`src/rtl/xdcr_defines.svh`:
```
// Register indices, field positions, codes and timing of the status block
`ifndef XDCR_DEFINES_SVH
`define XDCR_DEFINES_SVH

// Register indices; byte address is four times the index
`define IDX_SECOND   14'h10cf
`define IDX_CARD     14'h10d0
`define IDX_MEAS     14'h10d1
`define IDX_NET      14'h10d2
`define IDX_SPARE    14'h10d3
`define IDX_EVT      14'h10d4
`define IDX_EVT_CLR  14'h10d5
`define IDX_EVT_EN   14'h10d6

// Second status word fields
`define SS_RELAY1    0
`define SS_RELAY2    1
`define SS_LAMP1     4
`define SS_LAMP2     5
`define SS_OVR1      6
`define SS_EVT_MASK  16'h0073

// Measurement status fields
`define MS_SYNC_CUR  0
`define MS_U_LOW     7
`define MS_I_LOW     8
`define MS_U_HIGH    9
`define MS_I_HIGH    10

// Network interface status fields
`define NS_FITTED    0
`define NS_ANEG_RUN  1
`define NS_ANEG_OK   2
`define NS_LINK      3
`define NS_DHCP_OK   4
`define NS_DHCP_RNW  5
`define NS_CABLE     6
`define NS_FTP       7
`define NS_PWR_SAVE  8
`define NS_IF_CLK    10

// Memory card state codes
`define CARD_ABSENT  16'h0000
`define CARD_LOOSE   16'h0001
`define CARD_FAILED  16'h0002
`define CARD_WPROT   16'h0003
`define CARD_READY   16'h0004
`define CARD_FULL    16'h0005
`define CARD_BUSY    16'h0006

// Bus answers and reset values
`define RESP_OKAY    2'h0
`define RESP_SLVERR  2'h2
`define REG_RST      16'h0000

// Time that code 3 stands before the card is uninstalled
`define WPROT_HOLD_NS 1000000
`define CLK_PERIOD_NS 50
`define WPROT_HOLD_CYC (`WPROT_HOLD_NS / `CLK_PERIOD_NS)

`endif

```
`src/rtl/xdcr_pkg.sv`:
```
// Types shared by the transducer status register block
package xdcr_pkg;

    // Alarm outputs and analog output options seen by the status word
    typedef struct packed {
        logic alarm_one_relay;
        logic alarm_two_relay;
        logic alarm_one_lamp;
        logic alarm_two_lamp;
        logic out1_ovr_en;
    } alarm_in_t;

    // Memory card events and levels from the card handler
    typedef struct packed {
        logic present;
        logic install_req;
        logic install_ok;
        logic install_fail;
        logic write_prot;
        logic full;
    } card_in_t;

    // Measurement synchronisation and threshold flags
    typedef struct packed {
        logic sync_on_current;
        logic volt_low;
        logic curr_low;
        logic volt_high;
        logic curr_high;
    } meas_in_t;

    // Network interface health
    typedef struct packed {
        logic fitted;
        logic aneg_running;
        logic aneg_done;
        logic link_up;
        logic dhcp_ok;
        logic dhcp_renew;
        logic cable_ok;
        logic ftp_ok;
        logic power_save;
        logic if_clk_ok;
    } net_in_t;

    // Memory card states
    typedef enum logic [2:0] {
        CS_ABSENT,
        CS_LOOSE,
        CS_FAILED,
        CS_WPROT,
        CS_READY,
        CS_FULL,
        CS_BUSY
    } card_state_t;

endpackage

```
`src/rtl/transducer_status_registers.sv`:
```
// Status register bank of the power transducer with AXI4-Lite access
//
// Decided for this implementation: register access over AXI4-Lite.
`timescale 1ns/10ps
`include "xdcr_defines.svh"

module transducer_status_registers
    import xdcr_pkg::*;
#(
    parameter int WPROT_HOLD = `WPROT_HOLD_CYC
) (
    input  wire logic        aclk,      // System clock, 20 MHz
    input  wire logic        aresetn,   // Synchronous reset, low
    input  wire logic [15:0] awaddr,    // Write address
    input  wire logic        awvalid,   // Write address valid
    output logic             awready,   // Write address ready
    input  wire logic [31:0] wdata,     // Write data
    input  wire logic [3:0]  wstrb,     // Write byte strobes
    input  wire logic        wvalid,    // Write data valid
    output logic             wready,    // Write data ready
    output logic [1:0]       bresp,     // Write response
    output logic             bvalid,    // Write response valid
    input  wire logic        bready,    // Write response ready
    input  wire logic [15:0] araddr,    // Read address
    input  wire logic        arvalid,   // Read address valid
    output logic             arready,   // Read address ready
    output logic [31:0]      rdata,     // Read data
    output logic [1:0]       rresp,     // Read response
    output logic             rvalid,    // Read data valid
    input  wire logic        rready,    // Read data ready
    input  wire alarm_in_t   alarm_in,  // Alarm relays, lamps, overrun
    input  wire card_in_t    card_in,   // Memory card handler events
    input  wire meas_in_t    meas_in,   // Measurement flags
    input  wire net_in_t     net_in,    // Network interface flags
    output logic             irq        // Level interrupt
);

    ////////////////////////////////////////////////////////////////////
    // Byte addresses

    localparam logic [15:0] A_SECOND  = {`IDX_SECOND, 2'b00};
    localparam logic [15:0] A_CARD    = {`IDX_CARD, 2'b00};
    localparam logic [15:0] A_MEAS    = {`IDX_MEAS, 2'b00};
    localparam logic [15:0] A_NET     = {`IDX_NET, 2'b00};
    localparam logic [15:0] A_SPARE   = {`IDX_SPARE, 2'b00};
    localparam logic [15:0] A_EVT     = {`IDX_EVT, 2'b00};
    localparam logic [15:0] A_EVT_CLR = {`IDX_EVT_CLR, 2'b00};
    localparam logic [15:0] A_EVT_EN  = {`IDX_EVT_EN, 2'b00};
    localparam logic [19:0] WP_LAST   = 20'(WPROT_HOLD - 1);

    ////////////////////////////////////////////////////////////////////
    // Declarations

    logic [15:0]  second_ff;
    logic [15:0]  nxt_second;
    logic [15:0]  meas_ff;
    logic [15:0]  net_ff;
    logic [15:0]  card_ff;
    logic [15:0]  evt_ff;
    logic [15:0]  evt_en_ff;
    card_state_t  card_st_ff;
    card_state_t  nxt_card_st;
    logic [19:0]  wp_cnt_ff;
    logic         awready_ff;
    logic         wready_ff;
    logic         aw_held_ff;
    logic         w_held_ff;
    logic [15:0]  wr_addr_ff;
    logic [15:0]  wr_data_ff;
    logic [1:0]   wr_strb_ff;
    logic         bvalid_ff;
    logic [1:0]   bresp_ff;
    logic         arready_ff;
    logic         rvalid_ff;
    logic [31:0]  rdata_ff;
    logic [1:0]   rresp_ff;
    logic         irq_ff;
    logic         do_wr;
    logic         wr_hit;
    logic [15:0]  wr_mask;
    logic [15:0]  evt_clr;
    logic [15:0]  evt_set;
    logic [15:0]  rd_word;
    logic         rd_hit;
    logic         wp_done;

    ////////////////////////////////////////////////////////////////////
    // Second status word

    // Live state of alarms and overrun; unused bits stay zero
    always_comb begin
        nxt_second = `REG_RST;
        nxt_second[`SS_RELAY1] = alarm_in.alarm_one_relay;
        nxt_second[`SS_RELAY2] = alarm_in.alarm_two_relay;
        nxt_second[`SS_LAMP1]  = alarm_in.alarm_one_lamp;
        nxt_second[`SS_LAMP2]  = alarm_in.alarm_two_lamp;
        nxt_second[`SS_OVR1]   = alarm_in.out1_ovr_en;
    end

    // Refreshed every cycle from the inputs
    always_ff @(posedge aclk) begin
        if (!aresetn) begin
            second_ff <= `REG_RST;
        end else begin
            second_ff <= nxt_second;
        end
    end

    ////////////////////////////////////////////////////////////////////
    // Measurement status

    // Bits 1 to 6 and 11 to 15 are reserved and hold zero
    always_ff @(posedge aclk) begin
        if (!aresetn) begin
            meas_ff <= `REG_RST;
        end else begin
            meas_ff <= `REG_RST;
            meas_ff[`MS_SYNC_CUR] <= meas_in.sync_on_current;
            meas_ff[`MS_U_LOW]    <= meas_in.volt_low;
            meas_ff[`MS_I_LOW]    <= meas_in.curr_low;
            meas_ff[`MS_U_HIGH]   <= meas_in.volt_high;
            meas_ff[`MS_I_HIGH]   <= meas_in.curr_high;
        end
    end

    ////////////////////////////////////////////////////////////////////
    // Network interface status

    // Unfitted units read only zeros, so a
    // floating handler cannot show health
    always_ff @(posedge aclk) begin
        if (!aresetn) begin
            net_ff <= `REG_RST;
        end else begin
            net_ff <= `REG_RST;
            net_ff[`NS_FITTED] <= net_in.fitted;
            if (net_in.fitted) begin
                net_ff[`NS_ANEG_RUN] <= net_in.aneg_running;
                net_ff[`NS_ANEG_OK]  <= net_in.aneg_done;
                net_ff[`NS_LINK]     <= net_in.link_up;
                net_ff[`NS_DHCP_OK]  <= net_in.dhcp_ok;
                net_ff[`NS_DHCP_RNW] <= net_in.dhcp_renew;
                net_ff[`NS_CABLE]    <= net_in.cable_ok;
                net_ff[`NS_FTP]      <= net_in.ftp_ok;
                net_ff[`NS_PWR_SAVE] <= net_in.power_save;
                net_ff[`NS_IF_CLK]   <= net_in.if_clk_ok;
            end
        end
    end

    ////////////////////////////////////////////////////////////////////
    // Memory card state machine

    assign wp_done = (wp_cnt_ff == WP_LAST);

    // Card removal wins from any state
    always_comb begin
        nxt_card_st = card_st_ff;
        unique case (card_st_ff)
            CS_ABSENT: begin
                if (card_in.present) begin
                    nxt_card_st = CS_LOOSE;
                end
            end
            CS_LOOSE, CS_FAILED: begin
                if (card_in.install_req) begin
                    nxt_card_st = CS_BUSY;
                end
            end
            CS_BUSY: begin
                if (card_in.install_fail) begin
                    nxt_card_st = CS_FAILED;
                end else if (card_in.install_ok) begin
                    nxt_card_st = card_in.write_prot ? CS_WPROT
                                                     : CS_READY;
                end
            end
            CS_READY, CS_FULL: begin
                if (card_in.write_prot) begin
                    nxt_card_st = CS_WPROT;
                end else begin
                    nxt_card_st = card_in.full ? CS_FULL : CS_READY;
                end
            end
            CS_WPROT: begin
                if (wp_done) begin
                    nxt_card_st = CS_LOOSE;
                end
            end
            default: begin
                nxt_card_st = CS_ABSENT;
            end
        endcase
        if (!card_in.present) begin
            nxt_card_st = CS_ABSENT;
        end
    end

    // State register
    always_ff @(posedge aclk) begin
        if (!aresetn) begin
            card_st_ff <= CS_ABSENT;
        end else begin
            card_st_ff <= nxt_card_st;
        end
    end

    // Code 3 stands for the hold time so software can see it
    always_ff @(posedge aclk) begin
        if (!aresetn) begin
            wp_cnt_ff <= 20'h0_0000;
        end else if (card_st_ff != CS_WPROT || wp_done) begin
            wp_cnt_ff <= 20'h0_0000;
        end else begin
            wp_cnt_ff <= wp_cnt_ff + 20'h0_0001;
        end
    end

    // Visible code follows the state one cycle later
    always_ff @(posedge aclk) begin
        if (!aresetn) begin
            card_ff <= `CARD_ABSENT;
        end else begin
            unique case (card_st_ff)
                CS_ABSENT: card_ff <= `CARD_ABSENT;
                CS_LOOSE:  card_ff <= `CARD_LOOSE;
                CS_FAILED: card_ff <= `CARD_FAILED;
                CS_WPROT:  card_ff <= `CARD_WPROT;
                CS_READY:  card_ff <= `CARD_READY;
                CS_FULL:   card_ff <= `CARD_FULL;
                CS_BUSY:   card_ff <= `CARD_BUSY;
                default:   card_ff <= `CARD_ABSENT;
            endcase
        end
    end

    ////////////////////////////////////////////////////////////////////
    // AXI4-Lite write channel

    assign do_wr = aw_held_ff && w_held_ff && !bvalid_ff;

    // Address and data are taken in either order and held
    always_ff @(posedge aclk) begin
        if (!aresetn) begin
            awready_ff <= 1'b1;
            aw_held_ff <= 1'b0;
            wr_addr_ff <= 16'h0000;
        end else if (awvalid && awready_ff) begin
            awready_ff <= 1'b0;
            aw_held_ff <= 1'b1;
            wr_addr_ff <= awaddr;
        end else if (bvalid_ff && bready) begin
            awready_ff <= 1'b1;
            aw_held_ff <= 1'b0;
        end
    end

    // Only the low half carries register bits
    always_ff @(posedge aclk) begin
        if (!aresetn) begin
            wready_ff  <= 1'b1;
            w_held_ff  <= 1'b0;
            wr_data_ff <= 16'h0000;
            wr_strb_ff <= 2'h0;
        end else if (wvalid && wready_ff) begin
            wready_ff  <= 1'b0;
            w_held_ff  <= 1'b1;
            wr_data_ff <= wdata[15:0];
            wr_strb_ff <= wstrb[1:0];
        end else if (bvalid_ff && bready) begin
            wready_ff  <= 1'b1;
            w_held_ff  <= 1'b0;
        end
    end

    // Read-only targets take writes with no effect
    always_comb begin
        unique case (wr_addr_ff)
            A_SECOND, A_CARD, A_MEAS, A_NET, A_SPARE,
            A_EVT, A_EVT_CLR, A_EVT_EN: wr_hit = 1'b1;
            default:                    wr_hit = 1'b0;
        endcase
    end

    assign wr_mask = {{8{wr_strb_ff[1]}}, {8{wr_strb_ff[0]}}};

    // Response one cycle after both halves are held
    always_ff @(posedge aclk) begin
        if (!aresetn) begin
            bvalid_ff <= 1'b0;
            bresp_ff  <= `RESP_OKAY;
        end else if (do_wr) begin
            bvalid_ff <= 1'b1;
            bresp_ff  <= wr_hit ? `RESP_OKAY : `RESP_SLVERR;
        end else if (bvalid_ff && bready) begin
            bvalid_ff <= 1'b0;
        end
    end

    ////////////////////////////////////////////////////////////////////
    // Event status, clear and enable

    // Rising alarm and overrun bits are events
    assign evt_set = nxt_second & ~second_ff & `SS_EVT_MASK;
    assign evt_clr = (do_wr && wr_addr_ff == A_EVT_CLR)
                   ? (wr_data_ff & wr_mask) : 16'h0000;

    // Sticky; a new event beats a clear in the same cycle
    always_ff @(posedge aclk) begin
        if (!aresetn) begin
            evt_ff <= `REG_RST;
        end else begin
            evt_ff <= (evt_ff & ~evt_clr) | evt_set;
        end
    end

    // Enable keeps only event-capable bits
    always_ff @(posedge aclk) begin
        if (!aresetn) begin
            evt_en_ff <= `REG_RST;
        end else if (do_wr && wr_addr_ff == A_EVT_EN) begin
            evt_en_ff <= ((evt_en_ff & ~wr_mask)
                       | (wr_data_ff & wr_mask)) & `SS_EVT_MASK;
        end
    end

    // Level output; one cycle behind the status it reflects
    always_ff @(posedge aclk) begin
        if (!aresetn) begin
            irq_ff <= 1'b0;
        end else begin
            irq_ff <= |(evt_ff & evt_en_ff);
        end
    end

    ////////////////////////////////////////////////////////////////////
    // AXI4-Lite read channel

    // Spare register and the write-only clear read as zero
    always_comb begin
        rd_hit  = 1'b1;
        rd_word = 16'h0000;
        unique case (araddr)
            A_SECOND:  rd_word = second_ff;
            A_CARD:    rd_word = card_ff;
            A_MEAS:    rd_word = meas_ff;
            A_NET:     rd_word = net_ff;
            A_SPARE:   rd_word = 16'h0000;
            A_EVT:     rd_word = evt_ff;
            A_EVT_CLR: rd_word = 16'h0000;
            A_EVT_EN:  rd_word = evt_en_ff;
            default:   rd_hit  = 1'b0;
        endcase
    end

    // One read in flight; address is refused until data is taken
    always_ff @(posedge aclk) begin
        if (!aresetn) begin
            arready_ff <= 1'b1;
            rvalid_ff  <= 1'b0;
            rdata_ff   <= 32'h0000_0000;
            rresp_ff   <= `RESP_OKAY;
        end else if (arvalid && arready_ff) begin
            arready_ff <= 1'b0;
            rvalid_ff  <= 1'b1;
            rdata_ff   <= {16'h0000, rd_word};
            rresp_ff   <= rd_hit ? `RESP_OKAY : `RESP_SLVERR;
        end else if (rvalid_ff && rready) begin
            arready_ff <= 1'b1;
            rvalid_ff  <= 1'b0;
        end
    end

    ////////////////////////////////////////////////////////////////////
    // Outputs

    assign awready = awready_ff;
    assign wready  = wready_ff;
    assign bvalid  = bvalid_ff;
    assign bresp   = bresp_ff;
    assign arready = arready_ff;
    assign rvalid  = rvalid_ff;
    assign rdata   = rdata_ff;
    assign rresp   = rresp_ff;
    assign irq     = irq_ff;

endmodule // transducer_status_registers

```
`config.mk`:
```
export PLATFORM = sky130hd
export DESIGN_NAME = transducer_status_registers
export DESIGN_NICKNAME = d
export VERILOG_FILES = /design/src/rtl/xdcr_pkg.sv /design/src/rtl/transducer_status_registers.sv
export VERILOG_INCLUDE_DIRS = /design/src /design/src/rtl
export SDC_FILE = /design/constraint.sdc
export NUM_CORES = 1
export LEC_CHECK = 0
export BUFFER_PORTS_ARGS = -buffer_cell sky130_fd_sc_hd__buf_4
export CORE_MARGIN = 1
export CORE_UTILIZATION = 52
export DETAILED_ROUTE_END_ITERATION = 8
export GPL_ROUTABILITY_DRIVEN = 0
export GPL_TIMING_DRIVEN = 0
export PLACE_DENSITY = 0.79
export SLEW_MARGIN = 20
export SYNTH_ARGS = -nofsm -noshare
export SYNTH_HDL_FRONTEND = slang
export SYNTH_SLANG_ARGS = --single-unit
```
`constraint.sdc`:
```
create_clock -name aclk -period 2 [get_ports aclk]
set_clock_uncertainty 0.1 [all_clocks]
set_input_delay 0.1 -clock aclk [delete_from_list [all_inputs] [get_ports aclk]]
set_output_delay 0.1 -clock aclk [all_outputs]
set_load 0.02 [all_outputs]
```
* After elaboration in Yosys (flattened, before gate mapping) *
Cells that the tools add are included.

storage, ports and cells
  word-level logic and storage cells = 115
  output and inout bits = 42
  input bits = 101
  bits in registers = 159

operators by class
  reductions and logical operators = 25
  equal/unequal tests = 27
  add/subtract/negate cells = 1
  bitwise operators = 11
  mux-type cells = 26

operators with widths
  kind                     number
  $eq A16 B15 Y1 const B   16
  $pmux W16 S6             1
  $and A16 B16 Y16         2
  $add A20 B1 Y20 const B  1
  $eq A20 B15 Y1 const B   1
  $mux W3                  6
  $pmux W3 S6              1
  $and A16 B7 Y16          1
  $mux W16                 1
  $not A16 Y16             1
  $or A16 B7 Y16           1
  $reduce_or A16 Y1        1
  $reduce_or A8 Y1         2
  $pmux W3 S5              1
  $and A7 B7 Y7            2
  $mux W1                  14
  $not A7 Y7               2
  $eq A3 B3 Y1 const B     3
  $logic_and A1 B1 Y1      9
  $reduce_bool A2 Y1       4
  $or A7 B7 Y7             1
  $eq A3 B2 Y1 const B     2
  $reduce_or A2 Y1         3
  $mux W2                  2
  10 further kinds         12

* Logic depth before layout (Yosys ltp) *
  depth in word-level cells = 7
  mapped depth = 7
  depth with buffers taken out = 5

* Least setup slack after synthesis *
No wires, ideal clock.

  path kind = register to register
  start = register wp_cnt_ff[2]
  end = register wp_cnt_ff[19]
  library setup time = 128 ps
  slack = 182 ps
  cell stages (with the launch flop) = 6
  required time = 1,772 ps
  data arrival time = 1,591 ps
  period minus slack after synthesis = 1,818 ps
  path buffers = 0
  cell sequence = dfxtp_1 > nand4_1 > nor4_1 > or3b_2 > xor2_1 > nor2_1

between the ends
  cells in the longest elaborated chain, start to end = 3
  elaborated cells on any way between the ends = 4
  those cells by class = add/sub (1); eq/ne (1); reduce/logical (2)

RTL lines
  item                                                                     RTL line                            text
  start: declaration                                                       transducer_status_registers.sv:63   logic [19:0] wp_cnt_ff;
  start signal: assignment                                                 transducer_status_registers.sv:215  wp_cnt_ff <= wp_cnt_ff + 20'h0_0001;
  parallel branches: the longest is 3 deep, another holds $add A20 B1 Y20  -

Parallel ways; which one is timed is not known.
A chain may end at the register's enable or synchronous reset.

* Final worst setup path *
  start = register wp_cnt_ff[6]
  end = register wp_cnt_ff[19]

Same word-level chain as after synthesis.

==> key figures <==
Outcome
  • Outcome: finished clean

Timing
  • Fin. Hold Viols: 0
  • Final period util: around 96%
  • Least-Margin Pin Slew: 596 ps
  • Slew Viols, Final: 0
  • Slew HR: 60.1%
  • Fmax: 0.523 GHz
  • TNS Setup: 0 ps
  • Worst hold slack: approximately 14 ps
  • Endpoints failing setup: 0
  • Clock period minus worst slack: about 1900 ps

Route
  • Final WL: 15.0 mm
  • Via-to-Cell Ratio: approximately 5.3
  • Vias: 5138
  • Pre-Repair DR Iteration Count: 5
  • DR iter-0 viols: 234
  • Drc violations: 0
  • Routed WL per cell: 15.4 um
  • Post-route ant nets: 0

Final layout
  • N_diodes: 0
  • Area of the multi-input gates: 0.00251 mm^2
  • Filler cell count: 624
  • Layout cells sized above 1: 22.6%
  • Nets: between 900 and 1000
  • Syn-to-layout area delta: 46.6%
  • Finished Layout Cells: 970
  • Seq. cell area: 0.00254 mm^2
  • Finished Cell Area: 0.00769 mm^2

Place
  • Cells after DPL: 857
  • Placed cell area: 0.00626 mm^2
  • I/O Buffers: 104
  • Post-detail-place hpwl: between 9 and 10 mm

Setup path
  • CP max FO: 6
  • CP peak stage delay: 490 ps
  • Crit path kind: flop to flop
  • R2r startpoint: wp_cnt_ff[6]$_SDFF_PP0_
  • Critical path arrival: ~2200 ps
  • Slowest-stage cell, CP: or3b_2
  • Critical Path, Cell by Cell: nand3_1 -> nor4_4 -> or3b_2 -> xor2_1 -> nor2_1
  • Worst R2R Path Depth: 5
  • Worst reg2reg path endpoint: wp_cnt_ff[19]$_SDFF_PP0_
  • Reg2Reg Setup Slack: about 89 ps
  • Critical path launch point type: flop
  • Worst Path Required: 2310 ps
  • Crit. End Element: flop

Clock tree
  • CTS Buf Count: 17
  • CTS max path bufs: 2
  • Clock transition at path regs: 60 ps
  • H-tree depth: 4
  • CTS tree: built
  • Clock root cell: clkbuf_8
  • Clk sinks: 127
  • Clk Latency, worst-skew pair: between 500 and 600 ps

Min path
  • Min-Delay Endpoint: rdata[1]$_SDFFE_PN0P_
  • Worst Hold Depth: 5
  • Worst hold path class: input pin to flop
  • Hold_sp: araddr[15]

Power and ir drop
  • Power per cell area: 813 mW/mm^2
  • Leak pwr: 3.22 nW
  • Final Power: roughly 6.3 mW
  • Clock power frac: 46.7%
  • Int Pwr: 4.65 mW
  • Logic pwr share: 10.4%
  • Maximum VDD drop: 0.500 mV
  • Reg power frac: 42.9%
  • Net Switching: 1.60 mW
  • Switching portion of total power: 25.6%

Logic synthesis
  • Seq/Total Area, Yosys: 48.4%
  • Synth Instances: 603
  • Fraction of registers with async set/reset: 0%
  • Synth Area per Inst: about 8.7 um^2
  • Top_reg_cell synth: dfxtp_1
  • Post-synth EDFFs: 0
  • Number of synthesized register bits: around 130
  • Cell variety after synth: 60
  • Synth warnings: 0
  • Area of the mapped netlist: roughly 0.0052 mm^2

Die
  • Starting Density: 53.7%
  • # rows: 36
  • Ports: approximately 140
  • Die W: 102 um
  • Die Area: 0.0105 mm^2
  • Core area: 0.00977 mm^2
  • Die Ht: 102 um

Global route
  • Vias in the first global route: 4939
  • Total gr overflow: 0
  • Initial antenna violation count: 0
  • First-pass GRT wire length: 23.0 mm
  • Largest net degree at the start of global routing: 17
  • Total GRT Usage: 28.9%

Run
  • Maxcap violations: 0
## final cells by class
type / count / area share, %
flip-flops and latches: 127 / 33.1
multi-input cells: 443 / 32.6
repair buffers: 190 / 21.3
clock buffers: 17 / 5.38
plain buffers: 40 / 3.25
well taps: 133 / 2.16
clock inverters: 15 / 1.95
inverters: 5 / 0.244
## critical path, delay by kind of cell, from the launching register on
family | cells | cell delay, ps
xor+xnor | 1 | 150
flops | 1 | 460
simple gates | 4 | 1100
## power groups by stage
stage / clock (mW) / sequential, mW / combinational [mW]
2_1_floorplan: 0 / 2.73 / 0.268
3_3_place_gp: 0 / 2.73 / 0.493
3_5_place_dp: 0 / 2.73 / 0.503
4_1_cts: 2.93 / 2.68 / 0.637
5_1_grt: 3.04 / 2.69 / 0.704
6_report: 2.92 / 2.68 / 0.651
## synthesized netlist by cell type (7+ instances only)
master    instances  area share, %
a21oi_1          67            6.4
and2_1           17            2.0
and3_1           27            3.2
buf_4            19            2.7
clkbuf_1         22            1.6
dfxtp_1         127             48
nand2_1         108            7.7
nand3_1          18            1.7
nand4_1          10            1.2
nor2_1           42            3.0
nor2b_1          14            1.7
nor4b_1           8            1.3
o21ai_0          15            1.4
o21ai_1           8           0.76
xnor2_1           7            1.2
xor2_1           12            2.0
## cell families (layout without fill, tap and decap cells)
| logic type | Yosys count | after routing | synth area share [%] |
|---|---|---|---|
| and+or+nand+nor | 283 | 283 | 28.4 |
| DFF | 127 | 127 | 48.4 |
| AOI/OAI and AO/OA | 113 | 113 | 12.4 |
| buffers and inverters | 50 | 267 | 5.43 |
| xor gates and xnor gates | 19 | 19 | 3.17 |
| muxes | 9 | 9 | 1.79 |
| adders and majority gates | 1 | 1 | 0.238 |
| other | 1 | 18 | 0.0714 |
## metal layers
metal	routed length, um	global-route usage (%)	vias up
met5	0	0	-
met3	942	6.70	37
met4	417	13.1	0
li1	-	-	2518
met1	6160	33.4	2369
met2	7450	50.7	214
## flip-flops by register name, indices dropped and copies added (netlist names), named ones only
name	cells
bresp	1
card_st_ff	3
evt_ff	16
wp_cnt_ff	20
card_ff	3
second_ff	5
net_ff	10
wr_data_ff	16
rdata	16
w_held_ff	1
wr_addr_ff	16
awready	1
wready	1
bvalid	1
rresp	1
irq	1
arready	1
rvalid	1
wr_strb_ff	2
meas_ff	5
aw_held_ff	1
## per-stage QoR
step	setup slack [ps]	util [%]
after global routing	-11.5	78.7
after floorplan	182	-
final	89.1	78.7
after detailed placement	-101	64.0
after CTS	12.8	78.6
after global placement	-71.0	64.0
## worst max-delay path by stage
stage,end,start,cells after the start
5_1_grt,wp_cnt_ff[19]$_SDFF_PP0_,wp_cnt_ff[6]$_SDFF_PP0_,5
2_1_floorplan,wp_cnt_ff[19]$_SDFF_PP0_,wp_cnt_ff[2]$_SDFF_PP0_,5
3_5_place_dp,wp_cnt_ff[19]$_SDFF_PP0_,wp_cnt_ff[2]$_SDFF_PP0_,5
4_1_cts,rdata[5]$_SDFFE_PN0P_,araddr[3],8
3_3_place_gp,wp_cnt_ff[19]$_SDFF_PP0_,wp_cnt_ff[6]$_SDFF_PP0_,5
6_report,wp_cnt_ff[19]$_SDFF_PP0_,wp_cnt_ff[6]$_SDFF_PP0_,5
## layout by cell type (no fill, tap or decap), types with 3 or more instances in the layout
cell and count:
and4_1 4, nor4_4 3, clkinv_4 3, nand3_1 18, mux2_2 3, nor4b_1 7, inv_6 4, nand4_1 10
dlygate4sd3_1 85, conb_1 18, xor2_1 12, a32oi_1 3, nor2_1 42, a21oi_1 67, buf_4 124, o21ai_0 15
clkbuf_1 15, nor3_1 3, and3_1 27, mux2i_1 6, and3_2 3, a222oi_1 4, inv_1 4, dfxtp_1 127
a2111oi_0 3, nand2_1 108, clkbuf_16 16, nor3b_1 5, nor4_1 3, nor2b_1 14, and2_1 17, inv_8 3
xnor2_1 7, o21ai_1 8
## timing repair
action,4_1_cts,5_1_grt
hold buffers,85,0
setup endpoints to repair,7,58
endpoints found under the hold margin,74,0
setup buffers,1,0
pin swaps,1,1
gates cloned,0,0
resized for setup,1,7
No activity file was read; power rests on OpenSTA's default activity.
